--- config.mk ---
export PLATFORM = sky130hd
export DESIGN_NAME = cll_top
export DESIGN_NICKNAME = d
export VERILOG_FILES = /design/src/cll_pkg.sv /design/src/cll_top.sv
export SDC_FILE = /design/constraint.sdc
export NUM_CORES = 1
export LEC_CHECK = 0
export ABC_AREA = 1
export BUFFER_PORTS_ARGS = -buffer_cell sky130_fd_sc_hd__buf_2
export CELL_PAD_IN_SITES_DETAIL_PLACEMENT = 1
export CELL_PAD_IN_SITES_GLOBAL_PLACEMENT = 1
export CORE_MARGIN = 8
export CORE_UTILIZATION = 35
export CTS_CLUSTER_SIZE = 8
export DETAILED_ROUTE_END_ITERATION = 12
export GPL_ROUTABILITY_DRIVEN = 0
export PLACE_DENSITY_LB_ADDON = 0.12
export SETUP_SLACK_MARGIN = 0.2
export SYNTH_ARGS = -nofsm -noshare
export SYNTH_HDL_FRONTEND = slang
export SYNTH_SLANG_ARGS = --single-unit
--- constraint.sdc ---
create_clock -name hclk -period 3.4 [get_ports hclk]
set_input_delay 0.68 -clock hclk [delete_from_list [all_inputs] [get_ports hclk]]
set_output_delay 0.68 -clock hclk [all_outputs]
set_load 0.03 [all_outputs]
--- src/cll_pkg.sv ---
// Package with register indices, field positions and encodings.
`default_nettype none
package cll_pkg;
  // ************************************************************
  // Geometry
  // ************************************************************
  localparam int NTBL = 2;
  localparam int NSRC = 8;
  // ************************************************************
  // Register indices (byte address is four times the index)
  // ************************************************************
  localparam logic [5:0] IDX_GLOBAL  = 6'h00;
  localparam logic [5:0] IDX_SEQ     = 6'h01;
  localparam logic [5:0] IDX_CTRL_A0 = 6'h05;
  localparam logic [5:0] IDX_CTRL_B0 = 6'h06;
  localparam logic [5:0] IDX_CTRL_C0 = 6'h07;
  localparam logic [5:0] IDX_TRUTH0  = 6'h08;
  localparam logic [5:0] IDX_STRIDE  = 6'h04;
  localparam logic [5:0] IDX_STATUS  = 6'h10;
  // ************************************************************
  // Field positions and reset values
  // ************************************************************
  localparam int G_EN     = 0;
  localparam int A_EN     = 0;
  localparam int A_OUTEN  = 3;
  localparam int A_FILT   = 4;
  localparam int A_TABLE_CLOCK_SOURCE_SELECT = 6;
  localparam int A_EDGE   = 7;
  localparam int B_INPUT_SOURCE_SELECT_1 = 4;
  localparam int B_INPUT_SOURCE_SELECT_0 = 0;
  localparam int C_INPUT_SOURCE_SELECT_2 = 0;
  localparam int S_ACT    = 3;
  localparam int S_SEQ    = 2;
  localparam logic [31:0] RST_WORD = 32'h0000_0000;
  localparam int HTRANS_ACT = 1;
  localparam logic HRESP_OKAY = 1'h0;
  // ************************************************************
  // Encodings
  // ************************************************************
  typedef enum logic [1:0] {
    FILT_OFF   = 2'h0,
    FILT_SYNC  = 2'h1,
    FILT_SPIKE = 2'h2
  } cll_filt_type;
  typedef enum logic [3:0] {
    SEQ_OFF   = 4'h0,
    SEQ_DFF   = 4'h1,
    SEQ_JK    = 4'h2,
    SEQ_LATCH = 4'h3,
    SEQ_RS    = 4'h4
  } cll_seq_type;
  typedef enum logic [3:0] {
    IN_MASK     = 4'h0,
    IN_FEEDBACK = 4'h1,
    IN_LINK     = 4'h2,
    IN_EVENT_INPUT_LINE_0   = 4'h3,
    IN_EVENT_INPUT_LINE_1   = 4'h4,
    IN_PIN      = 4'h5
  } cll_insel_type;
endpackage
`default_nettype wire

--- src/cll_top.sv ---
// Configurable look-up table logic pair with AHB-Lite registers.
`default_nettype none
// Operation
// - Pair control fields other than the enable bits, and sequencer select, only land while even table is off.
// - Even table's protected fields land with an enabling write, never with a disabling one.
// - Global enable bit switches the whole block on or off.
// - Each table has its own enable bit.
// - Output is truth bit indexed by input vector, input 2 most significant.
// - Masked or unused inputs index as low.
// - Feedback input of both tables takes the pair sequencer output.
// - Link input of table n takes table n+1, the last takes table 0.
// - Two event lines are selectable inputs; software routes them first.
// - Synchronizer option delays output by two selected clock edges.
// - Spike filter passes levels stable over three edges, four edges delay.
// - Filter state clears one cycle after the table is disabled.
// - Edge detector pulses on each rising edge of the filtered output.
// - Edge detector state clears one cycle after the table is disabled.
// - One sequencer per pair: D flip-flop, JK, D latch or set-clear latch.
// - Sequencer inputs come from table, filter or edge stage as enabled.
// - Sequencer runs on the even table's selected clock.
// - Flip-flops update on rising edge; even disable masks sequencer output at once.
// - D flip-flop: reset clears, gate high loads data, gate low holds.
// - JK: hold, clear, set, toggle on the clock edge; reset clears.
// - D latch follows data while gate high, holds while gate low.
// - No halt on debug; the block keeps running.
// - Clock source select makes input 2 the clock and indexes it low.
// - Filter select: 0 off, 1 synchronizer, 2 spike filter, 3 reserved.
// - Sequencer select: 0 off, 1 DFF, 2 JK, 3 latch, 4 set-clear.
// - Set-clear latch: hold, clear, set; both high is forbidden.
module cll_top (
  // Clock, reset and freeze
  input  wire logic        hclk,
  input  wire logic        hresetn,
  input  wire logic        clk_en,
  // AHB-Lite slave
  input  wire logic        hsel,
  input  wire logic [31:0] haddr,
  input  wire logic [1:0]  htrans,
  input  wire logic        hwrite,
  input  wire logic [2:0]  hsize,
  input  wire logic [31:0] hwdata,
  input  wire logic        hready,
  output var  logic        hreadyout,
  output var  logic        hresp,
  output var  logic [31:0] hrdata,
  // Pins and event lines
  input  wire logic [5:0]  table_input_pin,
  input  wire logic [1:0]  event_input_line,
  output var  logic [1:0]  table_output_signal,
  output var  logic [1:0]  table_output_enable
);
  localparam int NT = cll_pkg::NTBL;

  // ************************************************************
  // State
  // ************************************************************
  typedef struct packed {
    logic                 glob_en;
    logic [3:0]           sequencer_function_select;
    logic [1:0]           en;
    logic [1:0]           en_d;
    logic [1:0]           edge_en;
    logic [1:0]           table_clock_source_select;
    logic [1:0]           outen;
    logic [1:0][1:0]      filt;
    logic [1:0][2:0][3:0] insel;
    logic [1:0][7:0]      truth;
    logic [7:0]           syn1;
    logic [7:0]           syn2;
    logic [1:0]           lut_q;
    logic [1:0]           in2_prev;
    logic [1:0]           s0;
    logic [1:0]           s1;
    logic [1:0]           s2;
    logic [1:0]           fo;
    logic [1:0]           eprev;
    logic [1:0]           pulse;
    logic                 seq_q;
    logic [1:0]           pin_out;
    logic [1:0]           pin_oe;
    logic                 ap_valid;
    logic                 ap_write;
    logic [5:0]           ap_idx;
    logic [31:0]          rdata;
    logic                 ready;
  } cll_state_type;

  cll_state_type r;
  cll_state_type n;

  initial
  begin
    if (NT != 2)
      $error("cll_top serves exactly one table pair");
  end

  // ************************************************************
  // Helpers
  // ************************************************************
  function automatic logic [5:0] tidx(input logic [5:0] base,
                                      input logic t);
    return base + (t ? cll_pkg::IDX_STRIDE : 6'h00);
  endfunction

  function automatic logic src_pick(input logic [3:0] sel,
                                    input logic fb,
                                    input logic lk,
                                    input logic e0,
                                    input logic e1,
                                    input logic pin);
    logic v;
    v = 1'h0;
    case (sel)
      cll_pkg::IN_FEEDBACK: v = fb;
      cll_pkg::IN_LINK:     v = lk;
      cll_pkg::IN_EVENT_INPUT_LINE_0:   v = e0;
      cll_pkg::IN_EVENT_INPUT_LINE_1:   v = e1;
      cll_pkg::IN_PIN:      v = pin;
      default:              v = 1'h0;
    endcase
    return v;
  endfunction

  // ************************************************************
  // Next state
  // ************************************************************
  logic [1:0]      act;
  logic [1:0][2:0] vin;
  logic [1:0][2:0] vec;
  logic [1:0]      raw;
  logic [1:0]      tick;
  logic [1:0]      fout;
  logic [1:0]      stage;
  logic [1:0]      outv;
  logic            seq_out;
  logic [7:0]      wd;
  logic            prot;
  logic            take;

  always_comb
  begin
    n = r;
    act = '0;
    vin = '0;
    vec = '0;
    raw = '0;
    tick = '0;
    fout = '0;
    stage = '0;
    outv = '0;
    wd = hwdata[7:0];
    prot = r.en[0];
    take = hsel & hready & htrans[cll_pkg::HTRANS_ACT];
    // ************************************************************
    // Input synchronisers
    // ************************************************************
    // Pins and event lines are asynchronous to hclk.
    n.syn1 = {event_input_line, table_input_pin};
    n.syn2 = r.syn1;
    // Sequencer is masked at once when the even table drops out.
    seq_out = act[0];
    for (int t = 0; t < NT; t++)
    begin
      act[t] = r.glob_en & r.en[t];
    end
    seq_out = act[0] & r.seq_q;
    // ************************************************************
    // Table datapath
    // ************************************************************
    // The link input reads the registered output of the next table,
    // which keeps the ring of tables free of a combinational loop.
    for (int t = 0; t < NT; t++)
    begin
      for (int i = 0; i < 3; i++)
      begin
        vin[t][i] = src_pick(r.insel[t][i], seq_out,
                             r.lut_q[(t + 1) % NT],
                             r.syn2[6], r.syn2[7],
                             r.syn2[t * 3 + i]);
      end
      vec[t] = vin[t];
      if (r.table_clock_source_select[t])
        vec[t][2] = 1'h0;
      raw[t] = act[t] & r.truth[t][vec[t]];
      n.lut_q[t] = raw[t];
      // A rising edge of input 2 stands in for the table clock.
      tick[t] = ~r.table_clock_source_select[t] | (vin[t][2] & ~r.in2_prev[t]);
      n.in2_prev[t] = vin[t][2];
      n.en_d[t] = act[t];
      if (!r.en_d[t])
      begin
        n.s0[t] = 1'h0;
        n.s1[t] = 1'h0;
        n.s2[t] = 1'h0;
        n.fo[t] = 1'h0;
        n.eprev[t] = 1'h0;
        n.pulse[t] = 1'h0;
      end
      else if (tick[t])
      begin
        n.s0[t] = raw[t];
        n.s1[t] = r.s0[t];
        n.s2[t] = r.s1[t];
        if (r.s0[t] == r.s1[t] && r.s1[t] == r.s2[t])
          n.fo[t] = r.s2[t];
      end
      case (r.filt[t])
        cll_pkg::FILT_SYNC:  fout[t] = r.s1[t];
        cll_pkg::FILT_SPIKE: fout[t] = r.fo[t];
        // The reserved code behaves as no filter at all.
        default:             fout[t] = raw[t];
      endcase
      if (r.en_d[t] && tick[t])
      begin
        n.eprev[t] = fout[t];
        // Pulse holds until the next selected clock edge.
        n.pulse[t] = r.edge_en[t] & fout[t] & ~r.eprev[t];
      end
      stage[t] = r.edge_en[t] ? r.pulse[t] : fout[t];
    end

    // ************************************************************
    // Sequencer
    // ************************************************************
    // Sequencer: even stage is D, J or S; odd is G, K or R.
    if (!r.en_d[0])
      n.seq_q = 1'h0;
    else
    begin
      case (r.sequencer_function_select)
        cll_pkg::SEQ_DFF:
        begin
          if (tick[0] && stage[1])
            n.seq_q = stage[0];
        end
        cll_pkg::SEQ_JK:
        begin
          if (tick[0])
          begin
            case ({stage[0], stage[1]})
              2'h1:    n.seq_q = 1'h0;
              2'h2:    n.seq_q = 1'h1;
              2'h3:    n.seq_q = ~r.seq_q;
              default: n.seq_q = r.seq_q;
            endcase
          end
        end
        cll_pkg::SEQ_LATCH:
        begin
          if (stage[1])
            n.seq_q = stage[0];
        end
        cll_pkg::SEQ_RS:
        begin
          // Both high is forbidden; the latch simply holds then.
          if (stage[0] && !stage[1])
            n.seq_q = 1'h1;
          else if (!stage[0] && stage[1])
            n.seq_q = 1'h0;
        end
        default: n.seq_q = 1'h0;
      endcase
    end

    // ************************************************************
    // Pin outputs
    // ************************************************************
    outv[0] = (r.sequencer_function_select != cll_pkg::SEQ_OFF) ? seq_out : stage[0];
    outv[1] = stage[1];
    n.pin_out = act & outv;
    n.pin_oe = act & r.outen;

    // ************************************************************
    // Register writes in the data phase
    // ************************************************************
    if (r.ap_valid && r.ap_write)
    begin
      if (r.ap_idx == cll_pkg::IDX_GLOBAL)
        n.glob_en = wd[cll_pkg::G_EN];
      if (r.ap_idx == cll_pkg::IDX_SEQ && !prot)
        n.sequencer_function_select = wd[3:0];
      for (int t = 0; t < NT; t++)
      begin
        if (r.ap_idx == tidx(cll_pkg::IDX_CTRL_A0, t[0]))
        begin
          n.en[t] = wd[cll_pkg::A_EN];
          // An access that clears the even table's enable finds prot set.
          if (!prot)
          begin
            n.outen[t] = wd[cll_pkg::A_OUTEN];
            n.filt[t] = wd[cll_pkg::A_FILT +: 2];
            n.table_clock_source_select[t] = wd[cll_pkg::A_TABLE_CLOCK_SOURCE_SELECT];
            n.edge_en[t] = wd[cll_pkg::A_EDGE];
          end
        end
        if (r.ap_idx == tidx(cll_pkg::IDX_CTRL_B0, t[0]) && !prot)
        begin
          n.insel[t][0] = wd[cll_pkg::B_INPUT_SOURCE_SELECT_0 +: 4];
          n.insel[t][1] = wd[cll_pkg::B_INPUT_SOURCE_SELECT_1 +: 4];
        end
        if (r.ap_idx == tidx(cll_pkg::IDX_CTRL_C0, t[0]) && !prot)
          n.insel[t][2] = wd[cll_pkg::C_INPUT_SOURCE_SELECT_2 +: 4];
        if (r.ap_idx == tidx(cll_pkg::IDX_TRUTH0, t[0]))
          n.truth[t] = wd;
      end
    end

    // ************************************************************
    // Address phase and read data
    // ************************************************************
    n.ready = 1'h1;
    n.ap_valid = take & (haddr[31:8] == 24'h000000);
    n.ap_write = hwrite;
    n.ap_idx = haddr[7:2];
    n.rdata = cll_pkg::RST_WORD;
    // Read data other than status comes from the updated state, so a read right
    // after a write already sees the written value.
    if (n.ap_valid && !hwrite)
    begin
      if (haddr[7:2] == cll_pkg::IDX_GLOBAL)
        n.rdata[cll_pkg::G_EN] = n.glob_en;
      if (haddr[7:2] == cll_pkg::IDX_SEQ)
        n.rdata[3:0] = n.sequencer_function_select;
      if (haddr[7:2] == cll_pkg::IDX_STATUS)
      begin
        n.rdata[1:0] = r.pin_out;
        n.rdata[cll_pkg::S_SEQ] = seq_out;
        n.rdata[cll_pkg::S_ACT +: 2] = act;
      end
      for (int t = 0; t < NT; t++)
      begin
        if (haddr[7:2] == tidx(cll_pkg::IDX_CTRL_A0, t[0]))
        begin
          n.rdata[cll_pkg::A_EN] = n.en[t];
          n.rdata[cll_pkg::A_OUTEN] = n.outen[t];
          n.rdata[cll_pkg::A_FILT +: 2] = n.filt[t];
          n.rdata[cll_pkg::A_TABLE_CLOCK_SOURCE_SELECT] = n.table_clock_source_select[t];
          n.rdata[cll_pkg::A_EDGE] = n.edge_en[t];
        end
        if (haddr[7:2] == tidx(cll_pkg::IDX_CTRL_B0, t[0]))
          n.rdata[7:0] = {n.insel[t][1], n.insel[t][0]};
        if (haddr[7:2] == tidx(cll_pkg::IDX_CTRL_C0, t[0]))
          n.rdata[3:0] = n.insel[t][2];
        if (haddr[7:2] == tidx(cll_pkg::IDX_TRUTH0, t[0]))
          n.rdata[7:0] = n.truth[t];
      end
    end
  end

  // ************************************************************
  // State register
  // ************************************************************
  // No debug halt input exists, so only clk_en low stops the block.
  always_ff @(posedge hclk or negedge hresetn)
  begin
    if (!hresetn)
    begin
      r <= '0;
      r.ready <= 1'h1;
    end
    else if (clk_en)
      r <= n;
  end

  // ************************************************************
  // Outputs
  // ************************************************************
  assign hreadyout = r.ready;
  assign hresp = r.ap_valid & cll_pkg::HRESP_OKAY;
  assign hrdata = r.rdata;
  assign table_output_signal = r.pin_out;
  assign table_output_enable = r.pin_oe;
endmodule
`default_nettype wire

After elaboration in Yosys (flattened, before gate mapping)
Index checks and enable logic that the tools add are counted.
W data, S select, Z words.

storage, ports and cells
  register bits = 112
  latch bits = 0
  bits in writable memories = 0
  ROM bits = 0
  input bits = 83
  word-level logic and storage cells = 263
  memories = 0

cells by class
  add/subtract/negate cells = 0
  multipliers = 0
  divide/modulo/power cells = 0
  magnitude comparators = 2
  equality and inequality tests = 75
  shifts and indexed selects = 0
  muxes and demuxes = 92
  bitwise operators = 25
  reduce and logical (&&, ||, !) cells = 29

operator list
  operator              count
  $mux W8               9
  $eq A6 B4 Y1 const B  10
  $eq A4 B2 Y1 const B  14
  $mux W1               55
  $eq A4 B3 Y1 const B  13
  $mux W50              1
  $eq A6 B3 Y1 const B  6
  $pmux W1 S5           6
  $eq A4 B1 Y1 const B  7
  $logic_not A24 Y1     1
  $mux W4               6
  $mux W5               4
  $and A1 B1 Y1         14
  $logic_and A1 B1 Y1   14
  $eq A6 B1 Y1 const B  2
  $logic_not A6 Y1      2
  $ne A2 B1 Y1 const B  6
  $ne A3 B3 Y1 const B  3
  $eq A2 B2 Y1 const B  4
  $lt A3 B4 Y1 const B  2
  $mux W2               4
  $reduce_and A2 Y1     4
  $mux W7               1
  $not A1 Y1            7
  15 further kinds      28

Logic depth before layout (Yosys ltp)
  depth after elaboration = 17
  depth in mapped cells = 25
  gate-level depth less buffers = 25

Worst setup path after synthesis
Ideal clock, no wire load.

  path kind = register to register
  from = reg r[106] in the netlist's numbering
  to = reg r[45] in the netlist's numbering
  arrival time = 2.328 ns
  path slack = 1.007 ns
  cell stages (with the launch flop) = 24
  buffers on the path = 1
  cells stage by stage = dfrtp_1 buf_2 inv_2 nor2_1 nand3_1 nand2_1 nor2_2 nand2_1 nand2_1 nand3_1 nand3_1 nand2_1 nand2_1 nand2_2 nand3_2 nand2_2 ha_1 o32ai_1 nand2_1 nand3_1 inv_1 nand2_1 nand2_1 nand2_1

between the ends
  cells in the longest elaborated chain, start to end = 12
  elaborated cells on any way between the ends = 28
  those cells by class = 12 x eq/ne; 10 x mux; 1 x bitwise; 5 x reduce/logical

RTL lines
  what                                                line                            RTL
  start, declared                                     cll_top.sv:88                   cll_state_type r;
  start signal, assigned                              cll_top.sv:362                  r <= n;
  $eq A4 B3 Y1 (tied with other cells)                cll_top.sv:113                  case (sel)
  $pmux W1 S5 (*)                                     cll_top.sv:113
  $bmux W1 S3 (*)                                     cll_top.sv:184                  raw[t] = act[t] & r.truth[t][vec[t]];
  $mux W1 (implied by the code) (*)                   cll_top.sv:184
  $and A1 B1 Y1 (*)                                   cll_top.sv:184
  $pmux W1 S2 (*)                                     cll_top.sv:207                  case (r.filt[t])
  $mux W1 (*)                                         cll_top.sv:219                  stage[t] = r.edge_en[t] ? r.pulse[t] : fout[t];
  $eq A2 B2 Y1 (tied with other cells)                cll_top.sv:240                  case ({stage[0], stage[1]})
  $pmux W1 S3 or $logic_and A1 B1 Y1 (tied branches)  cll_top.sv:240, cll_top.sv:256
  $mux W1 (on tied branches)                          cll_top.sv:238, cll_top.sv:256
  $pmux W1 S4                                         cll_top.sv:230                  case (r.sequencer_function_select)
  $mux W1                                             cll_top.sv:226                  if (!r.en_d[0])

Every way passes the cells marked *; elsewhere a longest branch is shown, timed or not. The select of a mux whose other input is x is not followed.
A chain may end at the register's enable or synchronous reset.

Worst setup path in the final report
  from = reg r[45] in the netlist's numbering
  to = reg r[45] in the netlist's numbering

between the ends
  cells in the longest elaborated chain, start to end = 13
  elaborated cells on any way between the ends = 43
  those cells by class = 8 x eq/ne; 23 x mux; 6 x bitwise; 6 x reduce/logical

RTL lines
  what                                                line                            RTL
  $and A1 B1 Y1                                       cll_top.sv:166                  seq_out = act[0] & r.seq_q;
  $pmux W1 S5                                         cll_top.sv:113
  $mux W1                                             cll_top.sv:182                  if (r.table_clock_source_select[t])
  $bmux W1 S3                                         cll_top.sv:184
  $mux W1 (implied by the code)                       cll_top.sv:184
  $and A1 B1 Y1                                       cll_top.sv:184
  $pmux W1 S2                                         cll_top.sv:207
  $mux W1                                             cll_top.sv:219
  $eq A2 B2 Y1 (tied with other cells)                cll_top.sv:240
  $pmux W1 S3 or $logic_and A1 B1 Y1 (tied branches)  cll_top.sv:240, cll_top.sv:256
  $mux W1 (on tied branches)                          cll_top.sv:238, cll_top.sv:256
  $pmux W1 S4                                         cll_top.sv:230
  $mux W1                                             cll_top.sv:226

Several ways; a longest one is shown, not always the timed one. The select of a mux whose other input is x is not followed.

==> results.yml <==
run_status:
  outcome: "completed"
placement:
  post-dp-hpwl_mm: 16.7
  postPlaceCellArea_um2: 7260
  post-place-ws_ps: 398
  port_buffers: 64
timing:
  fin_worst_skew_ps: 12.1
  post-route-min-period_ps: 2890
  fin_crit_sh: 0.850
  max_freq_mhz: 346
  fin_hold_ws_ps: 178
  tns_ps: 0
  slew_viol_final: 0
  rsz0062_at_grt: "false"
  setup_slack_ps: 510
  tightest_slew_ps: 681
  hold_viol_final: 0
  setup_violations: 0
  slew_headroom: 0.545
logic_synthesis:
  avgSynthCellArea_um2: 7.26
  ys_seq_elements: 112
  synth_top_area_frac: 0.412
  yosysUniqueCellTypes: 41
  synthCells: 937
  yosysTopAreaCell: "dfrtp_1"
  syn_area_um2: 6810
  async_flop_share: 1.00
  ys_seq_area_frac: 0.412
  synth_area_leaders: "dfrtp_1 (41%), nand2_1 (15%), o21ai_0 (9.3%)"
  ys.flop_type: "dfrtp_1"
  synth_edf_count: 0
  synth_warnings: 0
critical_path:
  crit_path_end_kind: "flop"
  r2r-start: "r[45]"
  critPathRequiredTime_ps: 3700
  critPathMaxFanout: 6
  cp.arrival_ps: 3190
  critPathLaunchType: "flop"
  reg2regPathDepth: 20
  crit_type: "reg2reg"
  r2r_end: "r[45]"
  rrSetupSlack_ps: 510
clocking:
  post_cts_resize_count: 0
  cts.sinks: 112
  cts_buffers: 9
  cts_setup_buffers: 0
  cts.htree.levels: 3
  cts_hold_buf: 0
  cts_tree: "yes"
  insertion_delay_ps: 370
  clkTransAtPathRegs_ps: 70
  clock_path_buffers: 2
  root_buffer: "clkbuf_16"
finish:
  area.growth.synth_to_final_pct: 10.8
  drive_gt1_frac: 0.132
  diodes: 0
  fin_area_um2: 7540
  nets: 1072
  fill_cells: 2501
run:
  maxCapViolations: 0
global_routing:
  grt_pass1_wl_mm: 35.0
  grt_max_degree: 134
  antenna_found_initial: 1
  grt_pass1_vias: 6487
  grt_util_all_layers: 0.185
  grt-ovfl-total: 0
pwr:
  max-vdd-ir-drop_mv: 0.240
  p_leak_nw: 3.81
  power_density_nw_per_um2: 389
detailed_routing:
  wl_met3_um: 805
  vias: 6215
  maxUsedRoutingLayer: "met4"
  vias_per_cell: 4.96
  met1Wirelength_mm: 10.4
  routedWlPerCell_um: 17.5
  drc: 0
  drt_iter0_drc: 282
  wl_met2_mm: 10.4
  totalWireLength_mm: 21.9
  ant_nets: 0
  first_pass_iters: 4
worst_hold_path:
  hp-class: "in2async"
floorplanning:
  die_h_um: 155
  die_area_um2: 24200
  rows: 51
  chipWidth_um: 155
  ios: 121
  coreArea_um2: 19300
  start_util: 0.353
==> cell families (layout without fill, tap and decap cells) <==
| logic type | after synthesis | in the layout | share of synthesized area |
|---|---|---|---|
| mux | 17 | 17 | 0.0252 |
| other cells | 2 | 26 | 0.00110 |
| buf+inv | 175 | 201 | 0.118 |
| flops | 112 | 112 | 0.412 |
| simple gates | 435 | 435 | 0.276 |
| fa+ha+maj | 7 | 7 | 0.0129 |
| compound gates | 189 | 189 | 0.155 |
==> cell type report <==
| type | instances | area (um2) | share of cell area |
|---|---|---|---|
| Timing Repair Buffer | 73 | 415 | 0.0551 |
| Multi-Input combinational cell | 674 | 3300 | 0.437 |
| Inverter | 112 | 422 | 0.0559 |
| Tap cell | 265 | 332 | 0.0439 |
| Clock inverter | 5 | 38.8 | 0.00514 |
| Sequential cell | 112 | 2800 | 0.372 |
| Clock buffer | 11 | 233 | 0.0308 |
==> worst max-delay path by stage <==
stage / startpoint / endpoint / slack (ps)
5_1_grt: r[45] / r[45] / 200
2_1_floorplan: r[106] / r[45] / 1010
6_report: r[45] / r[45] / 510
4_1_cts: r[106] / r[45] / 360
3_5_place_dp: r[106] / r[45] / 400
3_3_place_gp: r[106] / r[45] / 420
==> worst max-delay path: stages (launching register included) <==
cell,delay (ps)
dfrtp_1,430
inv_1,180
nor2_8,250
nand3_2,180
nand2_1,160
nand2_1,70
nand3_1,70
nand3_1,70
nand2_1,120
nand2_1,90
nand2_2,80
nand3_2,70
nand2_2,110
ha_1,240
o32ai_1,280
nand2_1,80
nand3_1,120
inv_1,50
nand2_1,60
nand2_1,50
nand2_1,60
==> per-stage QoR <==
stage	total power, mW	utilization	std cells
global route	3.08	0.392	1252
detailed placement	1.93	0.377	1236
global placement	1.92	0.377	1236
floorplan	1.77	-	961
CTS	2.97	0.391	1252
finish	2.94	0.392	1252
==> flip-flops by register name (all words and copies together), names as in the netlist <==
| register | count |
|---|---|
| hrdata | 8 |
| n | 8 |
| prot | 1 |
| r | 91 |
| table_output_enable | 2 |
| table_output_signal | 2 |
==> layer usage <==
metal | GRT usage | up-vias
li1 | - | 3079
met1 | 0.243 | 3013
met2 | 0.303 | 103
met3 | 0.0344 | 20
met4 | 0.0591 | 0
met5 | 0 | -
==> placed cells by master (no fill, tap or decap), types with 16 or more instances in the layout <==
cell	n
inv_1	102
buf_2	63
o21ai_0	127
conb_1	26
nand3_1	41
mux2i_1	16
nor2_1	58
a21oi_1	17
nand2_1	275
dfrtp_1	111
==> power by group <==
group / switching, mW / internal (mW) / leakage (nW) / total (mW)
logic: 0.293 / 0.125 / 2.17 / 0.419
clock network: 0.531 / 0.506 / 0.131 / 1.04
registers: 0.0780 / 1.40 / 1.51 / 1.48
==> cells in the mapped netlist (6+ instances only) <==
cell,instances
nand2_2,8
or2_2,6
o31ai_1,6
nand4_1,11
a21oi_1,17
nand3_1,41
buf_4,38
dfrtp_1,112
nand3_2,6
inv_2,8
nor4_1,8
mux2i_1,16
clkbuf_1,21
nor3_1,12
o22ai_1,12
o21ai_0,127
nor2_1,60
inv_1,102
nand2_1,275
o21ai_1,8
ha_1,7
Note: power is estimated with default switching activity, not from simulation.
